===== src/common/tcs_pkg.sv =====
// Package with register map, field layout and constants of the timer control block
// Contract
// - Override clear: debug halt freezes the count
// - Override set: count ignores debug halt
// - Enable bit starts, clearing it stops
// - Re-enable resumes from the held count
// - One-shot clears enable on enabled interrupt
// - Enabled match of count and compare interrupts
// - Mode 00 one-shot: interrupt once, disable
// - Mode 01 periodic: interrupt every match
// - Mode 10 toggle: interrupts plus square wave
// - Mode 11 continuous: interrupt, no reload
// - Clear bit zeroes counters and enable
// - Four channel registers, reset value 0x5
// - Periodic and toggle reload on match
// - Toggle output alternates on each match
// - Continuous wraps from maximum to zero
// - Read-only active flag shows timer running
`default_nettype none
package tcs_pkg;
   // ---------------------------------------------------------------
   // Register map
   // ---------------------------------------------------------------
   localparam int NUM_CHANNELS = 4;
   localparam logic [7:0] TIMER0_CONTROL_STATUS_OFF = 8'h00;
   localparam logic [7:0] TIMER1_CONTROL_STATUS_OFF = 8'h20;
   localparam logic [7:0] TIMER2_CONTROL_STATUS_OFF = 8'h40;
   localparam logic [7:0] TIMER3_CONTROL_STATUS_OFF = 8'h60;
   localparam logic [7:0] COMPARE_VALUE_REG_OFF = 8'h04;
   localparam logic [7:0] COUNT_VALUE_REG_OFF = 8'h0C;
   localparam logic [7:0] CHANNEL_STRIDE = 8'h20;
   localparam logic [31:0] CONTROL_RESET = 32'h0000_0005;
   // ---------------------------------------------------------------
   // Field positions
   // ---------------------------------------------------------------
   localparam int DEBUG_HALT_OVERRIDE_POS = 31;
   localparam int COUNT_ENABLE_POS = 30;
   localparam int MATCH_IRQ_ENABLE_POS = 29;
   localparam int MODE_HI_POS = 28;
   localparam int MODE_LO_POS = 27;
   localparam int COUNTER_CLEAR_POS = 26;
   localparam int TIMER_ACTIVE_POS = 25;
   localparam int EVENT_COUNT_SELECT_POS = 24;
   localparam int DATA_SNAPSHOT_POS = 16;
   localparam int DIVIDER_HI_POS = 7;
   localparam int COUNT_WIDTH = 24;
   localparam int DIVIDER_WIDTH = 8;
   // ---------------------------------------------------------------
   // Operating modes
   // ---------------------------------------------------------------
   typedef enum logic [1:0] {
      MODE_ONE_SHOT = 2'b00,
      MODE_PERIODIC = 2'b01,
      MODE_TOGGLE = 2'b10,
      MODE_CONTINUOUS = 2'b11
   } tcs_mode_type;
endpackage : tcs_pkg
`default_nettype wire


===== src/rtl/tcs_channel.sv =====
// One timer channel: control register, up-timer, compare and toggle output
//
// The APB register port was chosen for this implementation.
`default_nettype none
module tcs_channel
   import tcs_pkg::*;
(
   // Clock and control
   input wire logic core_clk,
   input wire logic rst,
   input wire logic clkEn,
   // Debug halt acknowledge, already synchronised
   input wire logic debugHalt,
   // Register writes
   input wire logic ctrlWrite,
   input wire logic cmpWrite,
   input wire logic [31:0] wdata,
   // Readback
   output logic [31:0] ctrlRead,
   output logic [31:0] cmpRead,
   output logic [31:0] countRead,
   // Events
   output logic irq,
   output logic toggleOut
);
   // All state in one struct
   typedef struct packed {
      logic debugHaltOverride;
      logic countEnable;
      logic matchIrqEnable;
      tcs_mode_type mode;
      logic eventCountSelect;
      logic dataSnapshotEnable;
      logic [DIVIDER_WIDTH-1:0] clockDivider;
      logic [COUNT_WIDTH-1:0] count;
      logic [COUNT_WIDTH-1:0] compare;
      logic irq;
      logic toggleOut;
   } tcs_chan_state_type;
   tcs_chan_state_type state;
   tcs_chan_state_type next_state;

   logic run;
   logic tick;
   logic clearReq;
   logic match;
   logic [COUNT_WIDTH-1:0] countInc;

   // Counting allowed unless halted by the debugger
   assign run = state.countEnable && (state.debugHaltOverride || !debugHalt);
   assign clearReq = ctrlWrite && wdata[COUNTER_CLEAR_POS];
   assign countInc = state.count + {{(COUNT_WIDTH-1){1'b0}}, 1'b1};
   assign match = tick && (countInc == state.compare);

   // Divider in front of the up-timer
   tcs_prescaler #(
      .WIDTH(DIVIDER_WIDTH)
   ) u_pre (
      .core_clk(core_clk),
      .rst(rst),
      .clkEn(clkEn),
      .run(run),
      .clear(clearReq),
      .divider(state.clockDivider),
      .tick(tick)
   );

   // Next-state of control, count and events
   always_comb begin
      next_state = state;
      next_state.irq = 1'b0;
      // Count advance; reload on match except in continuous mode
      if (tick) begin
         next_state.count = countInc;
         if (match) begin
            next_state.irq = state.matchIrqEnable;
            case (state.mode)
               MODE_ONE_SHOT: begin
                  next_state.count = '0;
                  if (state.matchIrqEnable) begin
                     next_state.countEnable = 1'b0;
                  end
               end
               MODE_PERIODIC: begin
                  next_state.count = '0;
               end
               MODE_TOGGLE: begin
                  next_state.count = '0;
                  next_state.toggleOut = !state.toggleOut;
               end
               MODE_CONTINUOUS: begin
                  next_state.count = countInc;
               end
               default: begin
                  next_state.count = '0;
               end
            endcase
         end
      end
      // Software writes
      if (ctrlWrite) begin
         next_state.debugHaltOverride = wdata[DEBUG_HALT_OVERRIDE_POS];
         next_state.countEnable = wdata[COUNT_ENABLE_POS];
         next_state.matchIrqEnable = wdata[MATCH_IRQ_ENABLE_POS];
         next_state.mode = tcs_mode_type'(wdata[MODE_HI_POS:MODE_LO_POS]);
         next_state.eventCountSelect = wdata[EVENT_COUNT_SELECT_POS];
         next_state.dataSnapshotEnable = wdata[DATA_SNAPSHOT_POS];
         next_state.clockDivider = wdata[DIVIDER_HI_POS:0];
         if (wdata[COUNTER_CLEAR_POS]) begin
            next_state.count = '0;
            next_state.countEnable = 1'b0;
            next_state.toggleOut = 1'b0;
         end
      end
      if (cmpWrite) begin
         next_state.compare = wdata[COUNT_WIDTH-1:0];
      end
   end

   // State register
   always_ff @(posedge core_clk) begin
      if (rst) begin
         state <= '0;
         state.clockDivider <= CONTROL_RESET[DIVIDER_HI_POS:0];
      end else if (clkEn) begin
         state <= next_state;
      end
   end

   // Readback assembly
   always_comb begin
      ctrlRead = '0;
      ctrlRead[DEBUG_HALT_OVERRIDE_POS] = state.debugHaltOverride;
      ctrlRead[COUNT_ENABLE_POS] = state.countEnable;
      ctrlRead[MATCH_IRQ_ENABLE_POS] = state.matchIrqEnable;
      ctrlRead[MODE_HI_POS:MODE_LO_POS] = state.mode;
      ctrlRead[TIMER_ACTIVE_POS] = state.countEnable;
      ctrlRead[EVENT_COUNT_SELECT_POS] = state.eventCountSelect;
      ctrlRead[DATA_SNAPSHOT_POS] = state.dataSnapshotEnable;
      ctrlRead[DIVIDER_HI_POS:0] = state.clockDivider;
   end
   assign cmpRead = {{(32-COUNT_WIDTH){1'b0}}, state.compare};
   assign countRead = {{(32-COUNT_WIDTH){1'b0}}, state.count};
   assign irq = state.irq;
   assign toggleOut = state.toggleOut;

   // ---------------------------------------------------------------
   // Checks
   // ---------------------------------------------------------------
   chk_halt_freeze: assert property (@(posedge core_clk) disable iff (rst)
      clkEn && !state.debugHaltOverride && debugHalt && !ctrlWrite |=> $stable(state.count))
      else $error("count moved during debug halt");
   chk_override_runs: assert property (@(posedge core_clk) disable iff (rst)
      clkEn && state.countEnable && state.debugHaltOverride && tick && !match && !ctrlWrite
      |=> state.count == $past(state.count) + 24'h000001)
      else $error("count did not advance with override set");
   chk_stop_holds: assert property (@(posedge core_clk) disable iff (rst)
      clkEn && !state.countEnable && !ctrlWrite |=> $stable(state.count))
      else $error("count moved while disabled");
   chk_one_shot_off: assert property (@(posedge core_clk) disable iff (rst)
      clkEn && match && state.mode == MODE_ONE_SHOT && state.matchIrqEnable && !ctrlWrite
      |=> !state.countEnable && state.irq)
      else $error("one-shot did not stop");
   chk_irq_cause: assert property (@(posedge core_clk) disable iff (rst)
      clkEn |=> state.irq == $past(match && state.matchIrqEnable))
      else $error("interrupt without enabled match");
   chk_toggle_flip: assert property (@(posedge core_clk) disable iff (rst)
      clkEn && match && state.mode == MODE_TOGGLE && !ctrlWrite
      |=> state.toggleOut != $past(state.toggleOut) && state.count == 24'h000000)
      else $error("toggle did not flip and reload");
   chk_cont_noreload: assert property (@(posedge core_clk) disable iff (rst)
      clkEn && match && state.mode == MODE_CONTINUOUS && !ctrlWrite
      |=> state.count == $past(state.compare))
      else $error("continuous mode reloaded");
   chk_clear_all: assert property (@(posedge core_clk) disable iff (rst)
      clkEn && clearReq |=> state.count == 24'h000000 && !state.countEnable)
      else $error("clear left count or enable");
   cov_one_shot: cover property (@(posedge core_clk) match && state.mode == MODE_ONE_SHOT);
   cov_toggle: cover property (@(posedge core_clk) match && state.mode == MODE_TOGGLE);
   cov_cont: cover property (@(posedge core_clk) match && state.mode == MODE_CONTINUOUS);
endmodule : tcs_channel
`default_nettype wire


===== src/rtl/tcs_prescaler.sv =====
// Clock_divider_field divider that issues one tick per divider-plus-one enabled cycles
`default_nettype none
module tcs_prescaler
   import tcs_pkg::*;
#(
   parameter int WIDTH = DIVIDER_WIDTH
) (
   // Clock and control
   input wire logic core_clk,
   input wire logic rst,
   input wire logic clkEn,
   // Divider control
   input wire logic run,
   input wire logic clear,
   input wire logic [WIDTH-1:0] divider,
   // Tick out
   output logic tick
);
   // All state in one struct
   typedef struct packed {
      logic [WIDTH-1:0] cnt;
   } tcs_pre_state_type;
   tcs_pre_state_type state;
   tcs_pre_state_type next_state;

   // Tick when counter reaches divider
   assign tick = run && (state.cnt == divider);

   // Next-state of the divider
   always_comb begin
      next_state = state;
      if (clear) begin
         next_state.cnt = '0;
      end else if (run) begin
         if (tick) begin
            next_state.cnt = '0;
         end else begin
            next_state.cnt = state.cnt + {{(WIDTH-1){1'b0}}, 1'b1};
         end
      end
   end

   // State register
   always_ff @(posedge core_clk) begin
      if (rst) begin
         state <= '0;
      end else if (clkEn) begin
         state <= next_state;
      end
   end
endmodule : tcs_prescaler
`default_nettype wire


===== src/rtl/tcs_timer_top.sv =====
// Four-channel timer control block with APB slave and registered outputs
`default_nettype none
module tcs_timer_top
   import tcs_pkg::*;
(
   // Clock, reset, enable
   input wire logic core_clk,
   input wire logic rst,
   input wire logic clkEn,
   // APB slave
   input wire logic psel,
   input wire logic penable,
   input wire logic pwrite,
   input wire logic [7:0] paddr,
   input wire logic [31:0] pwdata,
   output logic [31:0] prdata,
   output logic pready,
   output logic pslverr,
   // Debug halt acknowledge pin
   input wire logic debugHaltAck,
   // Events toward interrupt controller and pins
   output logic [NUM_CHANNELS-1:0] timerIrq,
   output logic [NUM_CHANNELS-1:0] toggleOut
);
   // All top-level state in one struct
   typedef struct packed {
      logic [1:0] haltSync;
      logic [31:0] prdata;
      logic pready;
      logic pslverr;
      logic [NUM_CHANNELS-1:0] irq;
      logic [NUM_CHANNELS-1:0] tog;
   } tcs_top_state_type;
   tcs_top_state_type state;
   tcs_top_state_type next_state;

   logic [31:0] ctrlRd [NUM_CHANNELS];
   logic [31:0] cmpRd [NUM_CHANNELS];
   logic [31:0] cntRd [NUM_CHANNELS];
   logic [NUM_CHANNELS-1:0] chIrq;
   logic [NUM_CHANNELS-1:0] chTog;
   logic [NUM_CHANNELS-1:0] ctrlWr;
   logic [NUM_CHANNELS-1:0] cmpWr;
   logic access;
   logic [1:0] chSel;
   logic [4:0] regOff;

   // Access phase takes one wait cycle; pready is registered high one cycle later
   assign access = psel && penable && !state.pready;
   assign chSel = paddr[6:5];
   assign regOff = paddr[4:0];

   // Channels, one per stride
   generate
      for (genvar i = 0; i < NUM_CHANNELS; i++) begin : g_ch
         // Addresses at or past 0x80 reach no channel
         assign ctrlWr[i] = access && pwrite && !paddr[7] && chSel == 2'(i) && regOff == 5'h00;
         assign cmpWr[i] = access && pwrite && !paddr[7] && chSel == 2'(i)
            && regOff == COMPARE_VALUE_REG_OFF[4:0];
         tcs_channel u_ch (
            .core_clk(core_clk),
            .rst(rst),
            .clkEn(clkEn),
            .debugHalt(state.haltSync[1]),
            .ctrlWrite(ctrlWr[i] && clkEn),
            .cmpWrite(cmpWr[i] && clkEn),
            .wdata(pwdata),
            .ctrlRead(ctrlRd[i]),
            .cmpRead(cmpRd[i]),
            .countRead(cntRd[i]),
            .irq(chIrq[i]),
            .toggleOut(chTog[i])
         );
      end
   endgenerate

   // Next-state: synchroniser, bus answer, output registers
   always_comb begin
      next_state = state;
      next_state.haltSync = {state.haltSync[0], debugHaltAck};
      next_state.irq = chIrq;
      next_state.tog = chTog;
      next_state.pready = access;
      next_state.pslverr = 1'b0;
      if (access && !pwrite) begin
         case (regOff)
            5'h00: next_state.prdata = ctrlRd[chSel];
            5'h04: next_state.prdata = cmpRd[chSel];
            5'h0C: next_state.prdata = cntRd[chSel];
            default: begin
               next_state.prdata = 32'h0000_0000;
               next_state.pslverr = 1'b1;
            end
         endcase
      end else if (access) begin
         next_state.pslverr = !(regOff == 5'h00 || regOff == 5'h04);
      end
      // Addresses past the last channel answer with an error and read zero
      if (paddr[7] && access) begin
         next_state.pslverr = 1'b1;
         if (!pwrite) begin
            next_state.prdata = 32'h0000_0000;
         end
      end
   end

   // State register
   always_ff @(posedge core_clk) begin
      if (rst) begin
         state <= '0;
      end else if (clkEn) begin
         state <= next_state;
      end
   end

   assign prdata = state.prdata;
   assign pready = state.pready;
   assign pslverr = state.pslverr;
   assign timerIrq = state.irq;
   assign toggleOut = state.tog;

   chk_bus_answer: assert property (@(posedge core_clk) disable iff (rst)
      clkEn && access |=> pready)
      else $error("no answer one cycle after access");
   cov_write: cover property (@(posedge core_clk) access && pwrite);
endmodule : tcs_timer_top
`default_nettype wire


===== config.mk =====
export PLATFORM = sky130hd
export DESIGN_NAME = tcs_timer_top
export DESIGN_NICKNAME = d
export VERILOG_FILES = /design/src/common/tcs_pkg.sv /design/src/rtl/tcs_channel.sv /design/src/rtl/tcs_prescaler.sv /design/src/rtl/tcs_timer_top.sv
export SDC_FILE = /design/constraint.sdc
export NUM_CORES = 1
export LEC_CHECK = 0
export BUFFER_PORTS_ARGS = -buffer_cell sky130_fd_sc_hd__buf_2
export CAP_MARGIN = 20
export CELL_PAD_IN_SITES_DETAIL_PLACEMENT = 0
export CELL_PAD_IN_SITES_GLOBAL_PLACEMENT = 1
export CORE_MARGIN = 8
export CORE_UTILIZATION = 49
export CTS_BUF_LIST = sky130_fd_sc_hd__clkbuf_8
export DETAILED_ROUTE_END_ITERATION = 7
export PLACE_DENSITY_LB_ADDON = 0.08
export SLEW_MARGIN = 20
export SYNTH_ARGS = -nofsm -noshare
export SYNTH_HDL_FRONTEND = slang
export SYNTH_SLANG_ARGS = --single-unit

===== constraint.sdc =====
create_clock -name core_clk -period 3.9 [get_ports core_clk]
set_clock_uncertainty 0.15 [all_clocks]
set_input_delay 0.585 -clock core_clk [delete_from_list [all_inputs] [get_ports core_clk]]
set_output_delay 0.585 -clock core_clk [all_outputs]
set_load 0.02 [all_outputs]

Yosys cells after proc, flatten, opt, wreduce, memory -nomap -nowiden
Cells that the tools add are included.
Widths: inputs -> output; s select.
- word-level logic and storage cells: 278
- flip-flop bits (word level): 336
- mux-type cells: 86
- add/sub/neg operators: 8
- eq/ne operators: 25
- order comparisons: 1
- reduce and logical (&&, ||, !) cells: 103
- bitwise logic cells: 1
- operators by type and width (operator ; count):
    $mux 24 ; 12
    $mux 32 ; 9
    $bmux 32 s2 ; 3
    $pmux 24 s2 ; 4
    $mux 38 ; 4
    $add 24x1->24 const B ; 4
    $eq 24x24->1 ; 4
    $mux 8 ; 12
    $pmux 32 s3 ; 1
    $logic_and 1x1->1 ; 42
    $reduce_bool 2->1 ; 20
    $mux 1 ; 33
    $add 8x1->8 const B ; 4
    $eq 8x8->1 ; 4
    $reduce_and 2->1 ; 12
    $eq 2x2->1 const B ; 10
    $reduce_and 5->1 ; 4
    $mux 2 ; 8
    $reduce_or 3->1 ; 5
    $eq 2x1->1 const B ; 5
    $logic_not 2->1 ; 5
    $logic_not 1->1 ; 9
    $eq 5x3->1 const B ; 1
    $eq 5x4->1 const B ; 1
    4 further kinds ; 8

Longest topological paths before layout
- depth in word-level cells: 10
- mapped depth: 13

Cells and area by module
A second synthesis with hierarchy kept.
- cells, all modules: 2726
- area total of the unflattened synthesis: 22595.4 um^2
- modules (own cells, without submodules) (module ; cells an instance ; area each (um^2) ; instances):
    tcs_channel ; 516 ; 3956.3 ; 4
    tcs_timer_top ; 406 ; 4693.3 ; 1
    tcs_prescaler ; 64 ; 519.2 ; 4

Worst setup path before layout
No wires, ideal clock.
- kind: register to register
- start: register g_ch[0].u_ch.state, in the netlist g_ch[0].u_ch.countRead[0]
- end: register g_ch[0].u_ch.state, in the netlist g_ch[0].u_ch.countRead[20]
- library setup time: 120 ps
- setup slack: 411 ps
- cell stages (with the launch flop): 14
- data required time: 3630 ps
- arrival: 3219 ps
- path buffers: 3
- path through: dfxtp_1 ha_1 nand3_1 or4_4 buf_6 or3_1 a31oi_1 nand4b_1 or4_1 buf_2 nand3_2 buf_6 nor2_1 a211o_1
- longest elaborated chain between the ends: 7
- elaborated cells on any way between the ends: 8
- ends and longest elaborated chain (item ; RTL line ; RTL):
    from (decl) ; tcs_channel.sv:40 ; tcs_chan_state_type state;
    from (signal assigned) ; tcs_channel.sv:126 ; state <= next_state;
    $add 24x1->24 (*) ; tcs_channel.sv:52 ; assign countInc = state.count + {{(COUNT_WIDTH-1){1'b0}}, 1'b1};
    $eq 24x24->1 ; tcs_channel.sv:53 ; assign match = tick && (countInc == state.compare);
    $logic_and 1x1->1 ; tcs_channel.sv:53 ;
    $mux 24 (*) ; tcs_channel.sv:75 ; if (match) begin
    $mux 24 (*) ; tcs_channel.sv:73 ; if (tick) begin
    $mux 24 ; tcs_channel.sv:109 ; if (wdata[COUNTER_CLEAR_POS]) begin
    $mux 38 (*) ; tcs_channel.sv:101 ; if (ctrlWrite) begin
Mark *: on every way between the ends. The rest lies on a longest branch, timed or not.
A chain may end at the register's enable or synchronous reset.

Worst setup path in the final report
- start: register g_ch[1].u_ch.state, in the netlist g_ch[1].u_ch.countRead[5]
- end: register g_ch[1].u_ch.state, in the netlist g_ch[1].u_ch.countRead[18]
- longest elaborated chain between the ends: 7
- elaborated cells on any way between the ends: 8
- ends and longest elaborated chain (item ; RTL line):
    from (decl) ; tcs_channel.sv:40
    from (signal assigned) ; tcs_channel.sv:126
    $add 24x1->24 (*) ; tcs_channel.sv:52
    $eq 24x24->1 ; tcs_channel.sv:53
    $logic_and 1x1->1 ; tcs_channel.sv:53
    $mux 24 (*) ; tcs_channel.sv:75
    $mux 24 (*) ; tcs_channel.sv:73
    $mux 24 ; tcs_channel.sv:109
    $mux 38 (*) ; tcs_channel.sv:101
Marked as above.

==> impl_metrics.py <==
metrics = {
    "outcome": {
        "status": "finished clean",
    },
    "worst_setup_path": {
        "worstSetupStartpoint": "g_ch[1].u_ch.countRead[5]$_SDFFE_PP0P_",
        "cp_common_cell": "buf_4",
        "crit_path_end": "g_ch[1].u_ch.countRead[18]$_SDFFE_PP0P_",
        "required_ns": 4.33,
        "ff2ff_setup_slack_ns": 0.16,
        "crit_arrival_ns": 4.17,
        "path_class": "reg2reg",
        "worst_path_max_delay_cell": "a211oi_2",
        "r2r-start": "g_ch[1].u_ch.countRead[5]$_SDFFE_PP0P_",
        "cp_slowest_stage_delay_ns": 0.63,
        "endpoint_kind": "flop",
        "crit_fanout": 8,
        "reg2reg_depth": 11,
        "r2r-end": "g_ch[1].u_ch.countRead[18]$_SDFFE_PP0P_",
        "startpoint_type": "flop",
        "path_cells": "nand4_1 -> nor4_1 -> buf_4 -> a21oi_1 -> o22ai_1 -> or4b_1 -> nor4_2 -> buf_4 -> a211oi_2 -> o21ai_0 -> a311oi_1",
    },
    "yosys": {
        "syn_area_um2": 19600,
        "synth_edf_count": 0,
        "ys_types": 83,
        "synth-compound-area-share": 0.155,
        "yosys_warnings": 0,
        "synth_common_cells": "447 x nand2_1, 336 x dfxtp_1, 211 x a21oi_1",
        "synth_xor_xnor_area_share": 0.0844,
        "synthMuxAreaShare": 0.100,
        "synth_seq_cells": 336,
        "yosys.area_share.adder": 0.00511,
        "ys_seq_area_frac": 0.344,
        "yosysTopAreaCellShare": 0.344,
        "yosysTopAreaCell": "dfxtp_1",
        "synth_area_per_cell_um2": 8.08,
        "synth_most_common_cell": "nand2_1",
        "yosys-top-cells-area": "dfxtp_1 34%, nand2_1 8.6%, mux4_2 7.2%, a21oi_1 5.4%, xnor2_1 5.0%",
        "synth_top_family_by_area": "simple AND/OR/NAND/NOR gates",
        "synth-simple-area-share": 0.262,
        "synth-async-reset-ratio": 0,
        "synth_flop_cell": "dfxtp_1",
        "syn_inst": 2423,
        "synth_nets": 2478,
    },
    "timing": {
        "hold_viol": 0,
        "rsz0062_at_grt": "false",
        "report.final.slew_viol_count": 0,
        "worst_slew_pin_slew_ns": 1.05,
        "finalSetupViolations": 0,
        "min_period_ns": 3.74,
        "finalSetupTns_ns": 0,
        "worst_slack_ns": 0.159,
        "period_share": 0.959,
        "relSlewSlack": 0.291,
        "timing.fmax_mhz": 267,
    },
    "hold_path": {
        "min_path_type": "in2reg",
    },
    "place": {
        "placed_cells": 2995,
        "place_congestion": 0.974,
        "dp_hpwl_mm": 56.1,
        "io_buffers": 87,
        "place_ws_ns": 0.163,
    },
    "routing": {
        "routed-wl-met2_mm": 32.3,
        "vias_per_cell": 6.25,
        "drt_iter0_drc": 2182,
        "drt_pass1_iterations": 6,
        "met1_length_mm": 32.2,
        "wl_per_cell_um": 24.1,
        "drt_wl_total_mm": 74.7,
        "met3_length_mm": 7.55,
        "num_vias": 19375,
        "antenna_left": 0,
        "drc": 0,
        "top_layer": "met4",
    },
    "clock_network": {
        "cts_max_level": 2,
        "clk_pin_slew_ns": 0.06,
        "cts_buffer_depth": 3,
        "clock_latency_ns": 0.67,
        "cts-root-buf": "clkbuf_8",
        "cts_inserted_buffers": 60,
        "postCtsSetupRepairBufs": 0,
        "cts.sinks": 336,
        "cts_tree": "yes",
    },
    "global_route": {
        "grt_overflow": 0,
        "grt_antenna_before_repair": 3,
        "grt_pass1_vias": 17932,
        "grt_pass1_wl_mm": 112,
        "grt_use_total": 0.309,
        "grt_max_degree": 200,
    },
    "die": {
        "start_util": 0.495,
        "die_x_um": 216,
        "die-area_um2": 46600,
        "core_area_um2": 39500,
        "num_rows": 73,
        "fp.dieH_um": 216,
        "io-pin-count": 89,
    },
    "final_layout": {
        "synthToLayoutAreaGrowth_pct": 13.9,
        "final_layout_size_suffix_gt1_frac": 0.170,
        "final_nets": 2588,
        "fin_cells": 3101,
    },
    "power_and_ir_drop": {
        "p_per_area_nw_per_um2": 317,
        "peakVddDrop_v": 0.000225,
        "leakage_uw": 0.00828,
    },
    "flow_run": {
        "cap_viol_max_count": 0,
    },
}
-- cell type report --
type                            instances  area (um2)
Fill cell                            3723       17200
Multi-Input combinational cell       1854       11900
Sequential cell                       336        6730
Timing Repair Buffer                  233        1620
Clock buffer                           75        1030
Tap cell                              525         657
Inverter                               48         180
Clock inverter                         29         145
Antenna cell                            1        2.50
-- per-layer routing --
layer / vias to the layer above / GRT usage
met1: 9359 / 0.440
met5: - / 0
li1: 8907 / -
met4: 0 / 0.112
met3: 134 / 0.0582
met2: 975 / 0.459
-- cells in the final DEF (no fill, tap or decap), types with 17 or more instances in the layout --
master,netlist,final
and4_1,18,17
mux2_2,20,20
and3_1,31,31
buf_2,39,84
or3_1,27,27
nor3_1,49,44
xor2_1,69,69
a22oi_1,36,36
clkbuf_8,0,75
a31oi_1,22,22
buf_4,6,141
o21ai_0,108,108
inv_1,47,72
a21oi_1,211,211
mux2i_1,32,32
a21o_1,33,33
xnor2_1,112,112
nand4_1,62,62
mux4_2,63,63
nand2_1,447,447
dfxtp_1,336,335
nor2_1,141,140
nand3_1,107,107
nor4_1,48,47
-- critical path: cells and delay by family (launching register included) --
family	cells	cell delay, ns
simple gates	4	1.11
buf+inv	2	0.38
flops	1	0.47
compound gates	5	1.53
-- power breakdown --
part / total (uW) / switching, uW / internal [uW]
combinational: 301 / 217 / 83.7
sequential: 3440 / 1.65 / 3440
clock: 3320 / 1550 / 1770
-- cells by family (layout without fill, tap and decap cells) --
logic type               count (synthesis)  count (layout)
AO/OA/AOI/OAI                          502             502
XOR/XNOR                               184             184
adder cells (fa/ha/maj)                  8               8
buffers and inverters                  233             385
flip-flops                             336             336
multiplexers                           115             115
other                                    0               1
AND/OR/NAND/NOR                       1045            1045
-- state kept, by name, summed over array words and instances, names as in the netlist, named ones only --
| register | flops |
|---|---|
| pslverr | 1 |
| state | 1 |
| g_ch.u_ch.cmpRead | 96 |
| toggleOut | 4 |
| g_ch.u_ch.u_pre.state | 32 |
| g_ch.u_ch.ctrlRead | 60 |
| prdata | 1 |
| next_state | 1 |
| timerIrq | 4 |
| g_ch.u_ch.countRead | 96 |
| g_ch.u_ch.irq | 4 |
| pready | 1 |
| g_ch.u_ch.toggleOut | 4 |
-- worst min path at each step --
stage	cells after the start	endpoint	startpoint	slack, ns
4_1_cts	3	g_ch[0].u_ch.ctrlRead[24]$_SDFFE_PP0P_	pwdata[24]	0.02
6_report	3	g_ch[1].u_ch.cmpRead[23]$_SDFFE_PP0P_	pwdata[23]	0.04
5_1_grt	3	g_ch[0].u_ch.cmpRead[20]$_SDFFE_PP0P_	pwdata[20]	0.04
3_5_place_dp	2	g_ch[1].u_ch.ctrlRead[24]$_SDFFE_PP0P_	g_ch[1].u_ch.ctrlRead[24]$_SDFFE_PP0P_	0.30
2_1_floorplan	2	g_ch[1].u_ch.ctrlRead[24]$_SDFFE_PP0P_	g_ch[1].u_ch.ctrlRead[24]$_SDFFE_PP0P_	0.28
3_3_place_gp	2	g_ch[0].u_ch.ctrlRead[16]$_SDFFE_PP0P_	g_ch[0].u_ch.ctrlRead[16]$_SDFFE_PP0P_	0.29
-- timing repair --
action,CTS,global route
hold buffers,1,0
gates resized for setup,0,6
setup endpoints to repair,0,29
hold endpoints to repair,1,0
-- metrics by stage --
stage,power (uW),util,hold slack [ns],cell area (um2)
floorplan,3680,-,0.279,19600
CTS,7100,0.563,0.0152,22300
finish,7060,0.564,0.0447,22300
detailed placement,3800,0.533,0.296,21100
global placement,3800,0.533,0.285,21100
global route,7270,0.564,0.0446,22300
No activity file was read; power rests on OpenSTA's default activity.
